**config.mk**
```make
export PLATFORM = sky130hd
export DESIGN_NAME = slr_regs
export DESIGN_NICKNAME = d
export VERILOG_FILES = /design/src/rtl/slr_pkg.sv /design/src/rtl/slr_regs.sv
export SDC_FILE = /design/constraint.sdc
export NUM_CORES = 1
export LEC_CHECK = 0
export ABC_AREA = 1
export BUFFER_PORTS_ARGS = -buffer_cell sky130_fd_sc_hd__buf_2
export CORE_UTILIZATION = 55
export DETAILED_ROUTE_END_ITERATION = 8
export HOLD_SLACK_MARGIN = 0.02
export PLACE_DENSITY = 0.88
export SLEW_MARGIN = 40
export SYNTH_ARGS = -nofsm -noshare
export SYNTH_HDL_FRONTEND = slang
export SYNTH_SLANG_ARGS = --single-unit
export TNS_END_PERCENT = 50
```
**constraint.sdc**
```tcl
create_clock -name REF_CLK_I -period 3.5 [get_ports REF_CLK_I]
set_input_delay 0.525 -clock REF_CLK_I [delete_from_list [all_inputs] [get_ports REF_CLK_I]]
set_output_delay 0.525 -clock REF_CLK_I [all_outputs]
set_load 0.005 [all_outputs]
```
**src/rtl/slr_pkg.sv**
```systemverilog
package slr_pkg;
	localparam logic [15:0] ADR_FEATURE = 16'h0008;
	localparam logic [15:0] ADR_STATION = 16'h0010;
	localparam logic [15:0] ADR_ALIAS = 16'h0012;
	localparam logic [15:0] ADR_REG_WEN = 16'h0020;
	localparam logic [15:0] ADR_REG_WP = 16'h0021;
	localparam logic [15:0] ADR_CTRL_WEN = 16'h0030;
	localparam logic [15:0] ADR_CTRL_WP = 16'h0031;
	localparam logic [15:0] ADR_NET_RST = 16'h0040;
	localparam logic [15:0] ADR_HOST_RST = 16'h0041;
	localparam logic [15:0] ADR_LINK_CTRL = 16'h0100;
	localparam logic [15:0] ADR_RW_OFS = 16'h0108;
	localparam logic [15:0] ADR_LINK_STAT = 16'h0110;
	localparam logic [15:0] ADR_PROT_LAST = 16'h0F0F;
	localparam logic [7:0] KEY_R = 8'h52;
	localparam logic [7:0] KEY_E = 8'h45;
	localparam logic [7:0] KEY_S = 8'h53;
	localparam logic [31:0] LINK_CTRL_RST = 32'h0007_0001;
	localparam logic [31:0] LINK_CTRL_MASK = 32'h010F_FF03;
	localparam int FEAT_DTW = 3;
	localparam int FEAT_LRW = 9;
	localparam int FEAT_RW = 10;
	localparam int CTL_FWD = 0;
	localparam int CTL_TEMP = 1;
	localparam int CTL_LOOP = 8;
	localparam int CTL_FIFO = 16;
	localparam int CTL_JIT = 19;
	localparam int CTL_ALIAS = 24;
	localparam int CFG_ELD_BIT = 9;
	localparam longint TEMP_NS = 64'd1_000_000_000;
	localparam longint CLK_NS = 64'd4;
	localparam int TEMP_CYC = int'(TEMP_NS / CLK_NS);
	typedef enum logic [1:0] {
		SLR_IDLE = 2'b00,
		SLR_GOT_R = 2'b01,
		SLR_GOT_E = 2'b11
	} slr_key_t;
	typedef struct packed {
		logic [15:0] station;
		logic [15:0] alias_adr;
		logic reg_wp;
		logic ctrl_wp;
		logic reg_unl;
		logic ctrl_unl;
		slr_key_t net_key;
		slr_key_t host_key;
		logic [31:0] ctrl;
		logic [7:0] saved_hi;
		logic temp_on;
		logic [27:0] temp_cnt;
		logic [15:0] rw_ofs;
		logic loaded_once;
		logic eld;
		logic cfg_ok;
		logic [3:0] loop_open;
		logic [3:0] ac_closed;
		logic [15:0] rdata;
		logic rvalid;
		logic wacc;
		logic rst_req;
		logic ev_clr;
		logic [15:0] wr_adr;
	} slr_state_t;
endpackage

```
**src/rtl/slr_regs.sv**
```systemverilog
`timescale 1ns/1ps
module slr_regs #(
	parameter int TEMP_CYCLES = slr_pkg::TEMP_CYC,
	parameter logic DTW_64 = 1'b0,
	parameter logic LRW_NOSUP = 1'b0,
	parameter logic RW_NOSUP = 1'b0
) (
	input wire logic REF_CLK_I, // system clock
	input wire logic RST_N_I, // sync reset, low
	input wire logic NET_REQ_I, // network access strobe
	input wire logic NET_WR_I, // network write
	input wire logic [15:0] NET_ADR_I, // network byte address
	input wire logic [7:0] NET_WDATA_I, // network write byte
	input wire logic NET_FRAME_END_I, // network frame ended
	input wire logic NET_RW_CMD_I, // combined readwrite cmd
	input wire logic HOST_REQ_I, // host access strobe
	input wire logic HOST_WR_I, // host write
	input wire logic [15:0] HOST_ADR_I, // host byte address
	input wire logic [7:0] HOST_WDATA_I, // host write byte
	input wire logic CFG_LOAD_I, // config load done pulse
	input wire logic CFG_OK_I, // config load correct
	input wire logic [15:0] CFG_WORD0_I, // config word 0
	input wire logic [15:0] CFG_WORD4_I, // config word 4
	input wire logic HOST_OPER_I, // host port operational
	input wire logic [3:0] LINK_UP_I, // per-port link
	input wire logic [3:0] PORT_BUSY_I, // frame on port
	input wire logic [3:0] PORT_VALID_RX_I, // valid frame rx pulse
	output logic [7:0] RDATA_O, // read byte
	output logic RVALID_O, // read answer
	output logic WACC_O, // write accepted
	output logic [15:0] WR_ADR_O, // readwrite write addr
	output logic [15:0] STATION_O, // station address
	output logic [15:0] ALIAS_O, // station alias
	output logic ALIAS_EN_O, // alias matching enabled
	output logic DISCARD_FOREIGN_O, // drop foreign frames
	output logic SRC_LAA_O, // local admin flag
	output logic [3:0] PORT_OPEN_O, // port loop open
	output logic [2:0] FIFO_SIZE_O, // receive fifo size
	output logic LOW_JITTER_O, // reduced jitter
	output logic FEAT_DTW_O, // feature bit 3 copy
	output logic RAM_ACCESS_O, // host ram access allowed
	output logic EV_CLR_O, // clear network event 2
	output logic RST_REQ_O // device reset request
);
	slr_pkg::slr_state_t r, n;
	logic [15:0] feature;

	// ----------------------------------------
	// key sequence step
	// ----------------------------------------
	function automatic slr_pkg::slr_key_t key_step(input slr_pkg::slr_key_t k,
		input logic [7:0] d, output logic fire);
		slr_pkg::slr_key_t res;
		fire = 1'b0;
		res = slr_pkg::SLR_IDLE;
		if (d == slr_pkg::KEY_R) begin
			res = slr_pkg::SLR_GOT_R;
		end else if (d == slr_pkg::KEY_E && k == slr_pkg::SLR_GOT_R) begin
			res = slr_pkg::SLR_GOT_E;
		end else if (d == slr_pkg::KEY_S && k == slr_pkg::SLR_GOT_E) begin
			fire = 1'b1;
		end
		return res;
	endfunction

	function automatic logic [1:0] key_rd(input slr_pkg::slr_key_t k);
		case (k)
			slr_pkg::SLR_GOT_R: key_rd = 2'b01;
			slr_pkg::SLR_GOT_E: key_rd = 2'b10;
			default: key_rd = 2'b00;
		endcase
	endfunction

	// ----------------------------------------
	// read mux
	// ----------------------------------------
	function automatic logic [15:0] rd_word(input logic [15:0] a, input slr_pkg::slr_state_t s,
		input logic [15:0] f);
		logic [15:0] w;
		w = 16'h0000;
		case ({a[15:1], 1'b0})
			slr_pkg::ADR_FEATURE: w = f;
			slr_pkg::ADR_STATION: w = s.station;
			slr_pkg::ADR_ALIAS: w = s.alias_adr;
			slr_pkg::ADR_REG_WEN: w = {7'h00, s.reg_wp, 7'h00, 1'b0};
			slr_pkg::ADR_CTRL_WEN: w = {7'h00, s.ctrl_wp, 7'h00, 1'b0};
			slr_pkg::ADR_NET_RST: w = {6'h00, key_rd(s.host_key), 6'h00, key_rd(s.net_key)};
			slr_pkg::ADR_LINK_CTRL: w = s.ctrl[15:0];
			16'h0102: w = s.ctrl[31:16];
			slr_pkg::ADR_RW_OFS: w = s.rw_ofs;
			slr_pkg::ADR_LINK_STAT: begin
				w[0] = s.cfg_ok & HOST_OPER_I;
				w[2] = s.eld;
				for (int i = 0; i < 4; i++) begin
					w[4 + i] = LINK_UP_I[i];
					w[8 + 2 * i] = ~s.loop_open[i];
				end
			end
			default: w = 16'h0000;
		endcase
		return w;
	endfunction

	always_comb begin
		feature = 16'h0000;
		feature[slr_pkg::FEAT_DTW] = DTW_64;
		feature[slr_pkg::FEAT_LRW] = LRW_NOSUP;
		feature[slr_pkg::FEAT_RW] = RW_NOSUP;
	end

	// ----------------------------------------
	// next state
	// ----------------------------------------
	always_comb begin
		logic net_w;
		logic host_w;
		logic prot_hit;
		logic blocked;
		logic fire_n;
		logic fire_h;
		logic [31:0] wv;
		logic [3:0] want;
		logic [1:0] code;
		net_w = 1'b0;
		host_w = 1'b0;
		prot_hit = 1'b0;
		blocked = 1'b0;
		fire_n = 1'b0;
		fire_h = 1'b0;
		wv = 32'h0000_0000;
		want = 4'h0;
		code = 2'b00;
		n = r;
		n.rvalid = 1'b0;
		n.wacc = 1'b0;
		n.rst_req = 1'b0;
		n.ev_clr = 1'b0;
		if (NET_FRAME_END_I) begin
			n.reg_unl = 1'b0;
			n.ctrl_unl = 1'b0;
		end
		if (NET_REQ_I) begin
			prot_hit = NET_ADR_I <= slr_pkg::ADR_PROT_LAST;
			blocked = (r.reg_wp && !r.reg_unl && prot_hit) || (r.ctrl_wp && !r.ctrl_unl);
			if (NET_ADR_I == slr_pkg::ADR_REG_WEN || NET_ADR_I == slr_pkg::ADR_CTRL_WEN) begin
				blocked = 1'b0;
			end
			if (!NET_WR_I) begin
				n.rvalid = 1'b1;
				n.rdata = rd_word(NET_ADR_I, r, feature);
				if ({NET_ADR_I[15:1], 1'b0} == slr_pkg::ADR_LINK_STAT) begin
					n.ev_clr = 1'b1;
				end
				n.wr_adr = NET_RW_CMD_I ? 16'(NET_ADR_I + r.rw_ofs) : NET_ADR_I;
			end else if (!blocked) begin
				net_w = 1'b1;
				n.wacc = 1'b1;
			end
		end
		if (net_w) begin
			case (NET_ADR_I)
				slr_pkg::ADR_STATION: n.station[7:0] = NET_WDATA_I;
				16'h0011: n.station[15:8] = NET_WDATA_I;
				slr_pkg::ADR_REG_WEN: n.reg_unl = 1'b1;
				slr_pkg::ADR_REG_WP: n.reg_wp = NET_WDATA_I[0];
				slr_pkg::ADR_CTRL_WEN: n.ctrl_unl = 1'b1;
				slr_pkg::ADR_CTRL_WP: n.ctrl_wp = NET_WDATA_I[0];
				slr_pkg::ADR_NET_RST: begin
					n.net_key = key_step(r.net_key, NET_WDATA_I, fire_n);
				end
				slr_pkg::ADR_RW_OFS: n.rw_ofs[7:0] = NET_WDATA_I;
				16'h0109: n.rw_ofs[15:8] = NET_WDATA_I;
				default: begin
					if (NET_ADR_I[15:2] == slr_pkg::ADR_LINK_CTRL[15:2]) begin
						wv = r.ctrl;
						wv[8 * NET_ADR_I[1:0] +: 8] = NET_WDATA_I;
						wv = wv & slr_pkg::LINK_CTRL_MASK;
						if (NET_ADR_I[1:0] == 2'd1 && wv[slr_pkg::CTL_TEMP]) begin
							n.saved_hi = r.ctrl[15:8];
							n.temp_on = 1'b1;
							n.temp_cnt = 28'd0;
						end
						for (int i = 0; i < 4; i++) begin
							if (NET_ADR_I[1:0] == 2'd1 && wv[slr_pkg::CTL_LOOP + 2 * i +: 2] == 2'b01
								&& LINK_UP_I[i]) begin
								n.ac_closed[i] = 1'b0;
							end
						end
						n.ctrl = wv;
					end
				end
			endcase
		end
		if (fire_n) begin
			n.rst_req = 1'b1;
		end
		if (HOST_REQ_I) begin
			host_w = HOST_WR_I;
			if (!HOST_WR_I) begin
				n.rvalid = 1'b1;
				// network read data wins a shared cycle
				if (!(NET_REQ_I && !NET_WR_I)) begin
					n.rdata = rd_word(HOST_ADR_I, r, feature);
				end
			end else begin
				n.wacc = 1'b1;
			end
		end
		if (host_w) begin
			case (HOST_ADR_I)
				slr_pkg::ADR_ALIAS: n.alias_adr[7:0] = HOST_WDATA_I;
				16'h0013: n.alias_adr[15:8] = HOST_WDATA_I;
				slr_pkg::ADR_HOST_RST: begin
					n.host_key = key_step(r.host_key, HOST_WDATA_I, fire_h);
				end
				default: n.wacc = 1'b0;
			endcase
		end
		if (fire_h) begin
			n.rst_req = 1'b1;
		end
		if (r.temp_on) begin
			if (r.temp_cnt == 28'(TEMP_CYCLES - 1)) begin
				n.temp_on = 1'b0;
				n.ctrl[15:8] = r.saved_hi;
			end else begin
				n.temp_cnt = r.temp_cnt + 28'd1;
			end
		end
		if (CFG_LOAD_I) begin
			n.cfg_ok = CFG_OK_I;
			if (!r.loaded_once) begin
				n.loaded_once = 1'b1;
				n.alias_adr = CFG_WORD4_I;
				n.eld = CFG_WORD0_I[slr_pkg::CFG_ELD_BIT];
			end
		end
		for (int i = 0; i < 4; i++) begin
			code = r.ctrl[slr_pkg::CTL_LOOP + 2 * i +: 2];
			if (!LINK_UP_I[i]) begin
				n.ac_closed[i] = 1'b1;
			end else if (PORT_VALID_RX_I[i]) begin
				n.ac_closed[i] = 1'b0;
			end
			case (code)
				2'b00: want[i] = LINK_UP_I[i];
				2'b01: want[i] = LINK_UP_I[i] & ~r.ac_closed[i];
				2'b10: want[i] = 1'b1;
				default: want[i] = 1'b0;
			endcase
			if (!PORT_BUSY_I[i]) begin
				n.loop_open[i] = want[i];
			end
		end
	end

	always_ff @(posedge REF_CLK_I) begin
		if (!RST_N_I) begin
			r <= '0;
			r.ctrl <= slr_pkg::LINK_CTRL_RST;
			r.ac_closed <= 4'hF;
		end else begin
			r <= n;
		end
	end

	// ----------------------------------------
	// output registers
	// ----------------------------------------
	always_ff @(posedge REF_CLK_I) begin
		if (!RST_N_I) begin
			RDATA_O <= 8'h00;
			RVALID_O <= 1'b0;
			WACC_O <= 1'b0;
			WR_ADR_O <= 16'h0000;
			STATION_O <= 16'h0000;
			ALIAS_O <= 16'h0000;
			ALIAS_EN_O <= 1'b0;
			DISCARD_FOREIGN_O <= 1'b1;
			SRC_LAA_O <= 1'b0;
			PORT_OPEN_O <= 4'h0;
			FIFO_SIZE_O <= 3'd7;
			LOW_JITTER_O <= 1'b0;
			FEAT_DTW_O <= 1'b0;
			RAM_ACCESS_O <= 1'b0;
			EV_CLR_O <= 1'b0;
			RST_REQ_O <= 1'b0;
		end else begin
			if (n.rvalid) begin
				RDATA_O <= ((NET_REQ_I && !NET_WR_I) ? NET_ADR_I[0] : HOST_ADR_I[0])
					? n.rdata[15:8] : n.rdata[7:0];
			end
			RVALID_O <= n.rvalid;
			WACC_O <= n.wacc;
			WR_ADR_O <= n.wr_adr;
			STATION_O <= r.station;
			ALIAS_O <= r.alias_adr;
			ALIAS_EN_O <= r.ctrl[slr_pkg::CTL_ALIAS];
			DISCARD_FOREIGN_O <= r.ctrl[slr_pkg::CTL_FWD];
			SRC_LAA_O <= 1'b1;
			PORT_OPEN_O <= r.loop_open;
			FIFO_SIZE_O <= r.ctrl[slr_pkg::CTL_FIFO +: 3];
			LOW_JITTER_O <= r.ctrl[slr_pkg::CTL_JIT];
			FEAT_DTW_O <= feature[slr_pkg::FEAT_DTW];
			RAM_ACCESS_O <= r.cfg_ok & HOST_OPER_I;
			EV_CLR_O <= n.ev_clr;
			RST_REQ_O <= n.rst_req;
		end
	end
endmodule

```
Yosys cells after proc, flatten, opt, wreduce, memory -nomap -nowiden
Index checks and enable logic that the tools add are counted.
{"block": "totals", "word_cells": 287, "ff_bits": 207, "out_inout_bits": 73, "input_bits": 103}
{"block": "classes", "n_eq_ne": 59, "mux": 100, "n_lt_le_gt_ge": 1, "add_sub_neg": 3, "n_shift": 2, "bitwise_logic": 18, "reduce_logical": 61}
{"operator": "== test 15 x 8 -> 1 bit (second input constant)", "n": 8}
{"operator": "2-to-1 mux 16 bit", "n": 7}
{"operator": "2-to-1 mux 53 bit", "n": 2}
{"operator": "case mux 5 bit (9 select lines)", "n": 2}
{"operator": "2-to-1 mux 69 bit", "n": 1}
{"operator": "== test 16 x 5 -> 1 bit (second input constant)", "n": 4}
{"operator": "== test 16 x 6 -> 1 bit (second input constant)", "n": 4}
{"operator": "== test 15 x 4 -> 1 bit (second input constant)", "n": 4}
{"operator": "== test 15 x 5 -> 1 bit (second input constant)", "n": 4}
{"operator": "2-to-1 mux 8 bit", "n": 7}
{"operator": "case mux 1 bit (5 select lines)", "n": 10}
{"operator": "== test 8 x 7 -> 1 bit (second input constant)", "n": 6}
{"operator": "2-to-1 mux 37 bit", "n": 1}
{"operator": "2-to-1 mux 18 bit", "n": 2}
{"operator": "2-to-1 mux 1 bit", "n": 35}
{"operator": "2-to-1 mux 17 bit", "n": 2}
{"operator": "negator 5 -> 34 bit", "n": 1}
{"operator": "variable shift 8 x 34 -> 32 bit (first input constant)", "n": 1}
{"operator": "indexed part select 8 x 34 -> 32 bit", "n": 1}
{"operator": "bitwise mux 32 bit", "n": 1}
{"operator": "== test 16 x 7 -> 1 bit (second input constant)", "n": 2}
{"operator": "== test 16 x 9 -> 1 bit (second input constant)", "n": 2}
{"operator": "case mux 1 bit (4 select lines)", "n": 8}
{"operator": "== test 15 x 6 -> 1 bit (second input constant)", "n": 2}
{"operator": "other kinds (28)", "n": 127}

Longest topological paths before layout
Gate-level depths: netlist of the first run.
{"block": "depth", "depth_word": 14, "mapped_depth": 15, "mapped_depth_nobuf": 15}

Worst setup path before layout of the first run
No wires, ideal clock.
{"block": "synth_timing", "path_type": "in2reg", "startpoint": "input port NET_ADR_I[1]", "endpoint": "register r[98] (netlist name)", "arrival_ps": 2079, "path_buffers": 1, "path_stages": 12, "setup_slack_ps": 1306, "setup_ps": 116, "cell_sequence": "inv_1 > ha_1 > inv_1 > nor2_2 > nand2_1 > a21oi_2 > nor2_2 > nor2_8 > nand4_2 > buf_2 > o21ai_0 > nor2_1"}
{"block": "synth_between", "elab_chain_len": 9, "word_cells_on_any_way": 27}
{"item": "start: declaration", "line_no": "slr_regs.sv:12", "rtl": "input wire logic [15:0] NET_ADR_I,"}
{"item": "less-or-equal comparator 16 x 12 -> 1 bit", "line_no": "slr_regs.sv:143", "rtl": "prot_hit = NET_ADR_I <= slr_pkg::ADR_PROT_LAST;"}
{"item": "logical AND 1 bit", "line_no": "slr_regs.sv:144", "rtl": "blocked = (r.reg_wp && !r.reg_unl && prot_hit) || (r.ctrl_wp && !r.ctrl_unl);"}
{"item": "logical OR 1 bit", "line_no": "slr_regs.sv:144"}
{"item": "2-to-1 mux 1 bit", "line_no": "slr_regs.sv:145", "rtl": "if (NET_ADR_I == slr_pkg::ADR_REG_WEN || NET_ADR_I == slr_pkg::ADR_CTRL_WEN) begin"}
{"item": "2-to-1 mux 1 bit", "line_no": "slr_regs.sv:142", "rtl": "if (NET_REQ_I) begin"}
{"item": "2-to-1 mux 1 bit", "line_no": "slr_regs.sv:155", "rtl": "end else if (!blocked) begin"}
{"item": "2-to-1 mux 1 bit", "line_no": "slr_regs.sv:148", "rtl": "if (!NET_WR_I) begin"}
{"item": "2-to-1 mux 1 bit", "line_no": "slr_regs.sv:142"}
{"item": "AND reduction 4 bit (no line) *"}
{"item": "end signal: assignment", "line_no": "slr_regs.sv:263", "rtl": "r <= n;"}
{"item": "end: declaration", "line_no": "slr_regs.sv:45", "rtl": "slr_pkg::slr_state_t r, n;"}
Mark *: on every way between the ends. The rest lies on a longest branch, timed or not. The select of a mux whose other input is x is not followed.
A chain may end at the register's enable or synchronous reset.

Worst setup path in the final report of the first run
{"block": "layout_timing", "startpoint": "register r[63] (netlist name)", "endpoint": "register r[89] (netlist name)"}
{"block": "layout_between", "elab_chain_len": 3, "word_cells_on_any_way": 4}
{"item": "adder 28 x 1 -> 28 bit or == test 28 bit (tied branches)", "line_no": "slr_regs.sv:227, slr_regs.sv:223"}
{"item": "2-to-1 mux 28 bit *", "line_no": "slr_regs.sv:223", "rtl": "if (r.temp_cnt == 28'(TEMP_CYCLES - 1)) begin"}
{"item": "2-to-1 mux 29 bit *", "line_no": "slr_regs.sv:222", "rtl": "if (r.temp_on) begin"}
Mark *: on every way between the ends. The rest lies on a longest branch, timed or not.

==> impl_summary.log, run 1 <==
INFO  metric outcome = finished, final reports clean
INFO  metric power.density = 423 mW/mm^2
INFO  metric dp.final_hpwl = 29.6 mm
INFO  metric postSynth.asyncResetShare = 0
INFO  metric die-area = 0.0214 sq mm
INFO  metric path_class = register to register
INFO  metric antenna_diode_count = 0
INFO  metric place_congestion = 1.01
INFO  metric route.detailed.wl_per_inst = 18.1 um
INFO  metric timing.final.setup_violations = 0
INFO  metric min_period_over_period = 0.717
INFO  metric worst_slew_margin_rel = 0.511
INFO  metric grt_first_pass_wirelength = 60.4 mm
INFO  metric ios = 176
INFO  metric numPortBuffers = 159
INFO  metric fin_util = 0.653
INFO  metric clkSinkCount = 205
INFO  metric timing.critical_path.fanout_max = 4
INFO  metric dr.pass1.iters = 6
INFO  metric synth.top_cell.area_share = 0.358
INFO  metric grt_use_total = 0.358
INFO  metric transition_time_at_the_pin_with_the_least_slew_margin = 733 ps
INFO  metric rows = 52
INFO  metric floorplan.die.width = 146 um
INFO  metric synth-seq-area-share = 0.358
INFO  metric yosysUniqueCellTypes = 56
INFO  metric critPathCaptureType = register
INFO  metric syn_area = 0.0115 sq mm
INFO  metric flow.area_growth_from_synthesis = 15.8%
INFO  metric cpMaxStageDelayCell = nor3_1
INFO  metric layout_min_cycle_time = 2510 ps
INFO  metric timing.clock.skew = 16.9 ps
INFO  metric gr-max-usage-layer = met2
INFO  metric post_cts_setup_buffer_count = 0
INFO  metric layout.cells.non_filler = 2,176
INFO  metric first_global_vias = 11.5k
INFO  metric worst_path_largest_cell_delay = 430 ps
INFO  metric tritoncts.num_buffers = 24
INFO  metric rsz0062_at_grt = false
INFO  metric setup.worst_path.start_class = register
INFO  metric dp.cells = 2,132
INFO  metric slew_violations = 0
INFO  metric syn_inst = 1,755
INFO  metric preCtsSetupSlack = 523 ps
INFO  metric largest_area_contributor_in_the_netlist = dfxtp_1
INFO  metric core_area = 0.0203 sq mm
INFO  metric setup_slack = 990 ps
INFO  metric mostFrequentLayoutCells = 358 x nand2_1, 226 x inv_1, 205 x dfxtp_1
INFO  metric via_per_inst = 5.79
INFO  metric cts_resized = 0
INFO  metric cts.root.buffer_cell = clkbuf_16
INFO  metric grt_start_max_net_pins = 77
INFO  metric cts_htree_levels = 1
INFO  metric worst-endpoint-arrival = 2980 ps
INFO  metric synth_edf_count = 0
INFO  metric clk_transition_reported_paths = 60 ps
INFO  metric avg_synthesized_cell_area = 6.53 sq um
INFO  metric final_hold_viol_count = 0
INFO  metric irDropWorstVdd = 0.000347 V
INFO  metric fillCellCount = 1,833
INFO  metric yosysWarningCount = 0
INFO  metric drc = 0
INFO  metric groute.layer.met2.usage = 0.583
INFO  metric globalRouteOverflowTotal = 0
INFO  metric clock_path_buffers = 3
INFO  metric max-cap-violations = 0
INFO  metric post_synth_main_area_contributors = dfxtp_1 36%, nand2_1 12%, nand3_1 7.6%
INFO  metric drtIter0Drc = 1,293
INFO  metric clk_latency = 530 ps
INFO  metric critical-path-top-delay-family = simple AND/OR/NAND/NOR gates
INFO  metric whs = 222 ps
INFO  metric crit_required = 3970 ps
INFO  metric setup_total_negative_slack = 0 ps
INFO  metric synth_flop_cell = dfxtp_1
INFO  metric synth-seq-cells = 205
INFO  metric post_cts_hold_buffer_count = 0
INFO  metric cts_tree = done
INFO  metric vias = 12.6k
INFO  metric initial_utilization = 0.564
INFO  metric postSynthNetCount = 1,880
INFO  metric most_common_cell_after_layout_fill_and_taps_aside = nand2_1
INFO  metric routed_wirelength = 39.4 mm
INFO  metric max_freq = 398 MHz
INFO  metric finalNetCount = 2,013
INFO  metric timing.critical_path.cells = ha_1, nand3_1, inv_1, nand2_1, nor3_1, nand2_1, nor2_1, nand2_1, nor2_1, nand3b_1, o21ai_0, inv_1, nor2_1
INFO  metric grt_util_met3 = 0.0634
INFO  metric postRouteAntennaNets = 0
INFO  metric class_of_the_tightest_hold_or_removal_check = primary input to register
INFO  metric total_leakage_power = 6.31 nW
INFO  metric final_layout_size_suffix_gt1_frac = 0.142
INFO  metric gr-usage-met1 = 0.464
INFO  metric grt_antenna_before_repair = 1
INFO  metric die-height = 146 um
INFO  metric number_of_buffers_and_inverters_on_the_critical_path = 2
[registers in the layout, summed over array words and instances, names as in the netlist]
register / flops
ALIAS_EN_O: 1
ALIAS_O: 16
DISCARD_FOREIGN_O: 1
EV_CLR_O: 1
FIFO_SIZE_O: 3
LOW_JITTER_O: 1
PORT_OPEN_O: 4
RAM_ACCESS_O: 1
RDATA_O: 8
RST_REQ_O: 1
RVALID_O: 1
SRC_LAA_O: 1
STATION_O: 16
WACC_O: 1
WR_ADR_O: 16
r: 133
[final cells by class]
type	count	area, sq um	share of cell area
clock inverters	15	200	0.0151
clock buffers	29	671	0.0506
flip-flops and latches	205	4100	0.309
well taps	270	338	0.0255
inverters	237	891	0.0672
repair buffers	181	963	0.0726
multi-input cells	1239	6100	0.460
[per-stage QoR]
step	total power, mW	cell area (sq um)
5_1_grt	5.74	13300
6_report	5.61	13300
2_1_floorplan	2.72	11500
3_3_place_gp	2.90	12400
4_1_cts	5.59	13300
3_5_place_dp	2.91	12400
[path summary, 6_finish.rpt]
path	from	end	slack [ps]	cells after the start
setup / recovery	r[63]	r[89]	990	13
hold / removal	PORT_BUSY_I[2]	r[42]	220	2
setup reg to reg	r[63]	r[89]	990	13
hold reg to reg	r[162]	STATION_O[6]	440	2
[Yosys cell counts (all sizes together) (2+ instances only)]
cell type    n
o21a         3
nor2       210
o31ai        5
or2          7
o21ai      157
a31o         3
nor4         6
nand4       40
nand3b       8
o22ai       13
mux2         2
o211ai       6
nand3      177
nor3        36
a32o         4
xor2        10
mux2i        2
o21bai      11
xnor2        5
buf         33
nand2      360
clkbuf      41
a21boi       2
ha          21
a41oi        2
a21oi      141
clkinv       4
inv        233
dfxtp      205
[report_power, final]
group          internal (mW)  switching (mW)
clock                   1.67            1.05
sequential              2.39          0.0378
combinational          0.149           0.308
total                   4.21            1.40
[per-layer routing]
metal | up-vias | wire, um
li1 | 6030 | -
met1 | 5743 | 15900
met2 | 674 | 17800
met3 | 146 | 3900
met4 | 2 | 1860
met5 | - | 13
[logic make-up (layout without fill, tap and decap cells)]
logic type               Yosys count  in the layout  synth area share
AO/OA/AOI/OAI                    352            352             0.167
XOR/XNOR                          15             15            0.0115
adder cells (fa/ha/maj)           22             22            0.0247
buffers and inverters            311            462             0.110
flip-flops                       205            205             0.358
multiplexers                       4              4           0.00371
other                              1              1          0.000327
AND/OR/NAND/NOR                  845            845             0.324
(Power assumes the default switching activity.)
==> inputs of run 2 (changes only) <==
--- a/config.mk
+++ b/config.mk
@@ -7,10 +7,10 @@
 export LEC_CHECK = 0
 export ABC_AREA = 1
 export BUFFER_PORTS_ARGS = -buffer_cell sky130_fd_sc_hd__buf_2
-export CORE_UTILIZATION = 55
+export CORE_UTILIZATION = 52
 export DETAILED_ROUTE_END_ITERATION = 8
 export HOLD_SLACK_MARGIN = 0.02
-export PLACE_DENSITY = 0.88
+export PLACE_DENSITY = 0.87
 export SLEW_MARGIN = 40
 export SYNTH_ARGS = -nofsm -noshare
 export SYNTH_HDL_FRONTEND = slang
==> constraint.sdc (replaced) <==
create_clock -name REF_CLK_I -period 2 [get_ports REF_CLK_I]
set_input_delay 0.3 -clock REF_CLK_I [delete_from_list [all_inputs] [get_ports REF_CLK_I]]
set_output_delay 0.3 -clock REF_CLK_I [all_outputs]
set_load 0.005 [all_outputs]
==> run 2 against run 1 <==
  * Count of clock-buffer cells in the layout decreased by 2
  * Sequential share of layout area decreased by 3.4 points
  * Total power increased by 73%
  * Combinational power increased by 110%
  * Cell count increased by 8.7%
  * Critical path depth decreased by 2
  * Routed wire length increased by 14%
==> impl_summary.log, run 2 (synthesis gave the netlist of run 1 again) <==
INFO  metric r2r_cells = 11 (was 13)
INFO  metric path_class = register to register (unchanged)
INFO  metric numPortBuffers = 159 (unchanged)
INFO  metric outcome = finished, final reports clean (unchanged)
INFO  metric r2r-end = r[115] (was r[89])
INFO  metric postRouteAntennaNets = 0 (unchanged)
INFO  metric crit_required = 2420 ps (was 3970 ps)
INFO  metric cts_tree = done (unchanged)
INFO  metric die-height = 150 um (was 146 um)
INFO  metric power.share.clock = 0.464 (was 0.486)
INFO  metric place_congestion = 0.997 (was 1.01)
INFO  metric first_global_vias = 12.6k (was 11.5k)
INFO  metric grt_use_total = 0.391 (was 0.358)
INFO  metric max_freq = 517 MHz (was 398 MHz)
INFO  metric gr-max-usage-layer = met2 (unchanged)
INFO  metric final_hold_viol_count = 0 (unchanged)
INFO  metric transition_time_at_the_pin_with_the_least_slew_margin = 660 ps (was 733 ps)
INFO  metric floorplan.die.width = 150 um (was 146 um)
INFO  metric p_seq_frac = 0.437 (was 0.433)
INFO  metric die-area = 0.0226 sq mm (was 0.0214 sq mm)
INFO  metric power.combinational.fraction = 0.099 (was 0.081)
INFO  metric clk_latency = 520 ps (was 530 ps)
INFO  metric drc = 0 (unchanged)
INFO  metric dpl-instance-area = 0.0138 sq mm (was 0.0124 sq mm)
INFO  metric route.detailed.wl_per_inst = 19.0 um (was 18.1 um)
INFO  metric grt_antenna_before_repair = 0 (was 1)
INFO  metric timing.final.setup_violations = 0 (unchanged)
INFO  metric grt_start_max_net_pins = 141 (was 77)
INFO  metric initial_utilization = 0.538 (was 0.564)
INFO  metric reg2reg_from = r[139] (was r[63])
INFO  metric min_period_over_period = 0.967 (was 0.717)
INFO  metric timing.clock.skew = 16.8 ps (was 16.9 ps)
INFO  metric class_of_the_tightest_hold_or_removal_check = primary input to register (unchanged)
INFO  metric grt_util_met3 = 0.0564 (was 0.0634)
INFO  metric cts_htree_levels = 1 (unchanged)
INFO  metric grt_first_pass_wirelength = 68.0 mm (was 60.4 mm)
INFO  metric worst-endpoint-arrival = 2350 ps (was 2980 ps)
INFO  metric final_layout_size_suffix_gt1_frac = 0.236 (was 0.142)
INFO  metric vias = 13.5k (was 12.6k)
INFO  metric clk_transition_reported_paths = 60 ps (about the same)
INFO  metric power_report.internal_total = 7.22 mW (was 4.21 mW)
INFO  metric clock_path_buffers = 3 (unchanged)
INFO  metric setup_total_negative_slack = 0 ps (unchanged)
INFO  metric globalRouteOverflowTotal = 0 (unchanged)
INFO  metric ios = 176 (unchanged)
INFO  metric cts.root.buffer_cell = clkbuf_16 (unchanged)
INFO  metric dp.final_hpwl = 34.2 mm (was 29.6 mm)
INFO  metric post-layout-total-power = 9.72 mW (was 5.61 mW)
INFO  metric whs = 18.9 ps (was 222 ps)
INFO  metric p_sw = 2.50 mW (was 1.40 mW)
INFO  metric sw_frac_of_total = 0.257 (was 0.250)
INFO  metric groute.layer.met2.usage = 0.652 (was 0.583)
INFO  metric setup.worst_path.end = r[115] (was r[89])
INFO  metric slew_violations = 0 (unchanged)
INFO  metric max-cap-violations = 0 (unchanged)
INFO  metric gr-usage-met1 = 0.507 (was 0.464)
INFO  metric flow.area_growth_from_synthesis = 30.2% (was 15.8%)
INFO  metric finalNetCount = 2,200 (was 2,013)
INFO  metric mostFrequentLayoutCells = 351 x nand2_1, 222 x inv_1, 200 x dfxtp_1 (was 358 x nand2_1, 226 x inv_1, 205 x dfxtp_1)
INFO  metric timing.critical_path.fanout_max = 9 (was 4)
INFO  metric core_area = 0.0213 sq mm (was 0.0203 sq mm)
INFO  metric rows = 53 (was 52)
INFO  metric critPathCaptureType = register (unchanged)
INFO  metric cell_area_after_layout = 0.0149 sq mm (was 0.0133 sq mm)
INFO  metric dp.cells = 2,316 (was 2,132)
INFO  metric tritoncts.num_buffers = 23 (was 24)
INFO  metric most_common_cell_after_layout_fill_and_taps_aside = nand2_1 (unchanged)
INFO  metric drtIter0Drc = 1,261 (was 1,293)
INFO  metric antenna_diode_count = 0 (unchanged)
INFO  metric via_per_inst = 5.70 (was 5.79)
INFO  metric setup_slack = 66.6 ps (was 990 ps)
INFO  metric largest_register_ffs = 133 (unchanged)
INFO  metric total_leakage_power = 7.29 nW (was 6.31 nW)
INFO  metric irDropWorstVdd = 0.000767 V (was 0.000347 V)
INFO  metric clkSinkCount = 205 (unchanged)
INFO  metric preCtsSetupSlack = -334 ps (was 523 ps)
INFO  metric power.density = 652 mW/mm^2 (was 423 mW/mm^2)
INFO  metric routed_wirelength = 45.0 mm (was 39.4 mm)
INFO  metric worst_slew_margin_rel = 0.560 (was 0.511)
INFO  metric start_point_of_the_critical_path = r[139] (was r[63])
INFO  metric layout_min_cycle_time = 1930 ps (was 2510 ps)
INFO  metric layout.cells.non_filler = 2,366 (was 2,176)
INFO  metric dr.pass1.iters = 7 (was 6)
INFO  metric rrSetupSlack = 70 ps (was 990 ps)
INFO  metric fin_util = 0.701 (was 0.653)
INFO  metric regMostFlops = r (unchanged)
INFO  metric setup.worst_path.start_class = register (unchanged)
[run 2: changes by cell type in the layout (fill, tap and decap cells not counted), moves of 6 or more]
cell / before / now
buf_12: 0 / 7
nand2_1: 358 / 351
nand2_2: 1 / 7
inv_2: 6 / 12
a21oi_2: 1 / 7
o21ai_0: 150 / 142
o21ai_1: 6 / 13
buf_4: 23 / 199
nor2_1: 199 / 192
nor2_2: 9 / 15
a21oi_1: 140 / 134
[run 2: per-layer routing]
| layer | up-vias | share of wire |
|---|---|---|
| li1 | 6390 | - |
| met1 | 6261 | 0.40 |
| met2 | 684 | 0.47 |
| met3 | 153 | 0.093 |
| met4 | 0 | 0.044 |
| met5 | - | 0 |
[run 2: critical path, stage by stage (launching register included)]
cell	delay (ps)
dfxtp_1	350
inv_1	140
nor3_1	70
a21oi_1	240
nor2_2	110
nor2_8	190
buf_4	170
nand2_2	120
nor2_1	150
o21ai_0	130
nand3b_1	100
nand2_1	50
[run 2: how the worst min path moves through the flow]
| stage | start | end | slack (ps) | depth (start not counted) |
|---|---|---|---|---|
| final | CFG_OK_I | r[44] | 20 | 3 |
| after global routing | CFG_LOAD_I | r[46] | 40 | 3 |
| after CTS | CFG_OK_I | r[44] | 20 | 3 |
| after global placement | r[162] | STATION_O[6] | 420 | 2 |
| after detailed placement | r[162] | STATION_O[6] | 420 | 2 |
| after floorplan | RST_N_I | SRC_LAA_O | 330 | 0 |
[run 2: final cells by class]
type                    instances  area (sq um)
clock buffers                  27           601
clock inverters                14           188
fillers                      1786          6370
inverters                     237           890
multi-input cells            1239          6300
flip-flops and latches        205          4110
well taps                     275           344
repair buffers                369          2480
[run 2: power groups by stage]
stage | sequential (mW) | clock [mW] | combinational (mW)
floorplan | 4.31 | 0 | 0.457
global placement | 4.33 | 0 | 0.893
detailed placement | 4.33 | 0 | 0.911
CTS | 4.24 | 4.51 | 0.929
global route | 4.25 | 4.68 | 1.04
finish | 4.24 | 4.51 | 0.960
[run 2: timing repair]
item / in CTS / in global routing
setup endpoints to repair: 12 / 35
resized for setup: 22 / 45
hold buffers: 4 / 0
buffers inserted: 5 / 1
pin swaps: 9 / 12
endpoints found under the hold margin: 4 / 0
==> inputs of run 3 (changes only) <==
--- a/config.mk
+++ b/config.mk
@@ -5,9 +5,10 @@
 export SDC_FILE = /design/constraint.sdc
 export NUM_CORES = 1
 export LEC_CHECK = 0
-export ABC_AREA = 1
 export BUFFER_PORTS_ARGS = -buffer_cell sky130_fd_sc_hd__buf_2
-export CORE_UTILIZATION = 52
+export CELL_PAD_IN_SITES_DETAIL_PLACEMENT = 0
+export CELL_PAD_IN_SITES_GLOBAL_PLACEMENT = 1
+export CORE_UTILIZATION = 39
 export DETAILED_ROUTE_END_ITERATION = 8
 export HOLD_SLACK_MARGIN = 0.02
 export PLACE_DENSITY = 0.87
==> run 3 against run 2 <==
  * The run now ends with negative setup slack left
  * Clock power rose by 1%
  * Cell count fell by 13%
  * Final area rose by 4.3%
  * Core utilization fell by 13 points
  * Non-clock buffer count rose by 84
==> impl_summary.log, run 3 <==
INFO  metric layout_min_cycle_time = 2220 ps (was 1930 ps)
INFO  metric path_class = register to register (unchanged)
INFO  metric routed_wirelength = 39.4 mm (was 45.0 mm)
INFO  metric cts.root.buffer_cell = clkbuf_16 (unchanged)
INFO  metric grt_start_max_net_pins = 59 (was 141)
INFO  metric dr.pass1.iters = 6 (was 7)
INFO  metric flow.area_growth_from_synthesis = 43.9% (was 30.2%)
INFO  metric yosysUniqueCellTypes = 84 (was 56)
INFO  metric timing.critical_path.cells = nor4b_4, nand4_1, o41ai_4, buf_6, nor4_4, and2_4, nand3_2, xor2_1, nor2_1 (was inv_1, nor3_1, a21oi_1, nor2_2, nor2_8, buf_4, nand2_2, nor2_1, o21ai_0, nand3b_1, nand2_1)
INFO  metric clk_transition_reported_paths = 60 ps (about the same)
INFO  metric syn_inst = 1,274 (was 1,755)
INFO  metric drc = 0 (unchanged)
INFO  metric timing.clock.skew = 10.8 ps (was 16.8 ps)
INFO  metric slew_violations = 0 (unchanged)
INFO  metric drtIter0Drc = 1,011 (was 1,261)
INFO  metric synth.top_cell.area_share = 0.382 (was 0.358)
INFO  metric synth-seq-area-share = 0.382 (was 0.358)
INFO  metric reg2reg_from = r[82] (was r[139])
INFO  metric cts_htree_levels = 1 (unchanged)
INFO  metric max_freq = 451 MHz (was 517 MHz)
INFO  metric core_area = 0.0271 sq mm (was 0.0213 sq mm)
INFO  metric max-cap-violations = 0 (unchanged)
INFO  metric largest_register_ffs = 134 (was 133)
INFO  metric ios = 176 (unchanged)
INFO  metric regMostFlops = r (unchanged)
INFO  metric critPathCaptureType = register (unchanged)
INFO  metric grt_antenna_before_repair = 1 (was 0)
INFO  metric outcome = finished, violations left (was finished, final reports clean)
INFO  metric rsz0062_at_grt = true
INFO  metric via_per_inst = 5.54 (was 5.70)
INFO  metric tritoncts.num_buffers = 24 (was 23)
INFO  metric syn_area = 0.0108 sq mm (was 0.0115 sq mm)
INFO  metric total_leakage_power = 6.68 nW (was 7.29 nW)
INFO  metric irDropWorstVdd = 0.000545 V (was 0.000767 V)
INFO  metric synth-seq-cells = 206 (was 205)
INFO  metric final_hold_viol_count = 0 (unchanged)
INFO  metric mostFrequentLayoutCells = 255 x buf_4, 199 x dfxtp_1, 170 x nor2_1 (was 351 x nand2_1, 222 x inv_1, 200 x dfxtp_1)
INFO  metric setup_slack = -218 ps (was 66.6 ps)
INFO  metric setup.worst_path.start_class = register (unchanged)
INFO  metric most_common_cell_after_layout_fill_and_taps_aside = buf_4 (was nand2_1)
INFO  metric min_period_over_period = 1.11 (was 0.967)
INFO  metric rrSetupSlack = -220 ps (was 70 ps)
INFO  metric grt_use_total = 0.270 (was 0.391)
INFO  metric post_synth_most_frequent_cells = 206 x dfxtp_1, 172 x nor2_1, 92 x nand2_1 (was 358 x nand2_1, 227 x inv_1, 205 x dfxtp_1)
INFO  metric post_synth_main_area_contributors = dfxtp_1 38%, mux2i_1 7.8%, nor2_1 6.0% (was dfxtp_1 36%, nand2_1 12%, nand3_1 7.6%)
INFO  metric fillCellCount = 2,368 (was 1,786)
INFO  metric power.density = 637 mW/mm^2 (was 652 mW/mm^2)
INFO  metric first_global_vias = 11.0k (was 12.6k)
INFO  metric start_point_of_the_critical_path = r[82] (was r[139])
INFO  metric failed_checks = negative setup slack
INFO  metric grt_first_pass_wirelength = 60.2 mm (was 68.0 mm)
INFO  metric r2r-end = r[87] (was r[115])
INFO  metric final_layout_size_suffix_gt1_frac = 0.375 (was 0.236)
INFO  metric worst-endpoint-arrival = 2630 ps (was 2350 ps)
INFO  metric postSynth.asyncResetShare = 0 (unchanged)
INFO  metric vias = 11.4k (was 13.5k)
INFO  metric clk_latency = 530 ps (was 520 ps)
INFO  metric class_of_the_tightest_hold_or_removal_check = primary input to register (unchanged)
INFO  metric transition_time_at_the_pin_with_the_least_slew_margin = 556 ps (was 660 ps)
INFO  metric synth_edf_count = 0 (unchanged)
INFO  metric crit_required = 2420 ps (about the same)
INFO  metric clkSinkCount = 206 (was 205)
INFO  metric cell_with_the_most_instances_after_synthesis = dfxtp_1 (was nand2_1)
INFO  metric rows = 60 (was 53)
INFO  metric synth_flop_cell = dfxtp_1 (unchanged)
INFO  metric timing.critical_path.fanout_max = 5 (was 9)
INFO  metric globalRouteOverflowTotal = 0 (unchanged)
INFO  metric largest_area_contributor_in_the_netlist = dfxtp_1 (unchanged)
INFO  metric floorplan.die.width = 168 um (was 150 um)
INFO  metric postRouteAntennaNets = 0 (unchanged)
INFO  metric worst_slew_margin_rel = 0.628 (was 0.560)
INFO  metric cpMaxStageDelayCell = o41ai_4 (was dfxtp_1)
INFO  metric numPortBuffers = 159 (unchanged)
INFO  metric clock_path_buffers = 3 (unchanged)
INFO  metric dp.final_hpwl = 29.4 mm (was 34.2 mm)
INFO  metric die-area = 0.0284 sq mm (was 0.0226 sq mm)
INFO  metric cts_tree = done (unchanged)
INFO  metric whs = 49.8 ps (was 18.9 ps)
INFO  metric route.detailed.wl_per_inst = 19.2 um (was 19.0 um)
INFO  metric postSynthNetCount = 1,399 (was 1,880)
INFO  metric avg_synthesized_cell_area = 8.48 sq um (was 6.53 sq um)
INFO  metric timing.final.setup_violations = 38 (was 0)
INFO  metric yosysWarningCount = 0 (unchanged)
INFO  metric finalNetCount = 1,785 (was 2,200)
INFO  metric preCtsSetupSlack = -647 ps (was -334 ps)
INFO  metric setup.worst_path.end = r[87] (was r[115])
INFO  metric die-height = 168 um (was 150 um)
INFO  metric initial_utilization = 0.399 (was 0.538)
INFO  metric place_congestion = 0.948 (was 0.997)
INFO  metric r2r_cells = 9 (was 11)
INFO  metric worst_path_largest_cell_delay = 480 ps (was 350 ps)
run 3: repair_timing:
| action | 4_1_cts | 5_1_grt |
|---|---|---|
| setup buffers | 19 | 10 |
| hold endpoints to repair | 11 | 0 |
| cloned | 1 | 0 |
| hold buffers | 11 | 0 |
| gates resized for setup | 90 | 80 |
| setup endpoints to repair | 60 | 84 |
| pin swaps | 56 | 61 |
run 3: per-layer routing:
layer,share of wire,GRT usage,vias to the layer above
met5,0,0,-
met4,0.029,0.0798,0
met3,0.075,0.0449,79
met2,0.48,0.463,424
met1,0.42,0.347,5455
li1,-,-,5413
run 3: worst max-delay path, delay by kind of cell, from the launching register on:
family                 cells  cell delay, ps
AO/OA/AOI/OAI              1             480
flip-flops                 1             360
XOR/XNOR                   1             170
buffers and inverters      1             190
AND/OR/NAND/NOR            6             900
run 3: power by group:
part / internal, mW / switching, mW / leakage, nW
combinational: 0.475 / 0.590 / 4.61
sequential: 4.21 / 0.0792 / 1.68
clock: 2.72 / 1.84 / 0.389
run 3: cell type report:
| cell class | instances | area [sq um] | area share |
|---|---|---|---|
| well taps | 372 | 465 | 0.0299 |
| clock inverters | 12 | 160 | 0.0103 |
| repair buffers | 453 | 3240 | 0.208 |
| diodes | 1 | 2.50 | 0.000161 |
| flip-flops and latches | 206 | 4140 | 0.266 |
| clock buffers | 32 | 661 | 0.0425 |
| inverters | 26 | 106 | 0.00684 |
| multi-input cells | 949 | 6780 | 0.436 |
run 3: how the worst min path moves through the flow:
stage / start / to / slack, ps / depth (start not counted)
4_1_cts: CFG_WORD4_I[3] / r[143] / 40 / 3
5_1_grt: CFG_WORD4_I[3] / r[143] / 50 / 3
6_report: CFG_WORD4_I[11] / r[151] / 50 / 3
3_3_place_gp: r[46] / r[46] / 440 / 2
2_1_floorplan: RST_N_I / SRC_LAA_O / 330 / 0
3_5_place_dp: RDATA_O[3] / RDATA_O[3] / 440 / 2
run 3: per-stage QoR:
step           TNS [ps]  instance area (sq um)  instances  power [mW]   util
3_5_place_dp     -64820                  13700       1971        5.35  0.507
4_1_cts           -2340                  15200       2045        9.94  0.561
5_1_grt           -9980                  15500       2050        10.2  0.574
2_1_floorplan    -24570                  10900       1274        4.84      -
3_3_place_gp     -59280                  13700       1971        5.33  0.507
6_report          -4800                  15600       2051        9.91  0.574
run 3: cell families after synthesis:
group / count (synthesis) / share of synthesized area
buffers and inverters: 119 / 0.0505
DFF: 206 / 0.382
muxes: 90 / 0.0841
and+or+nand+nor: 531 / 0.262
xor gates and xnor gates: 18 / 0.0146
other: 1 / 0.000347
adders and majority gates: 22 / 0.0262
AOI/OAI and AO/OA: 287 / 0.180
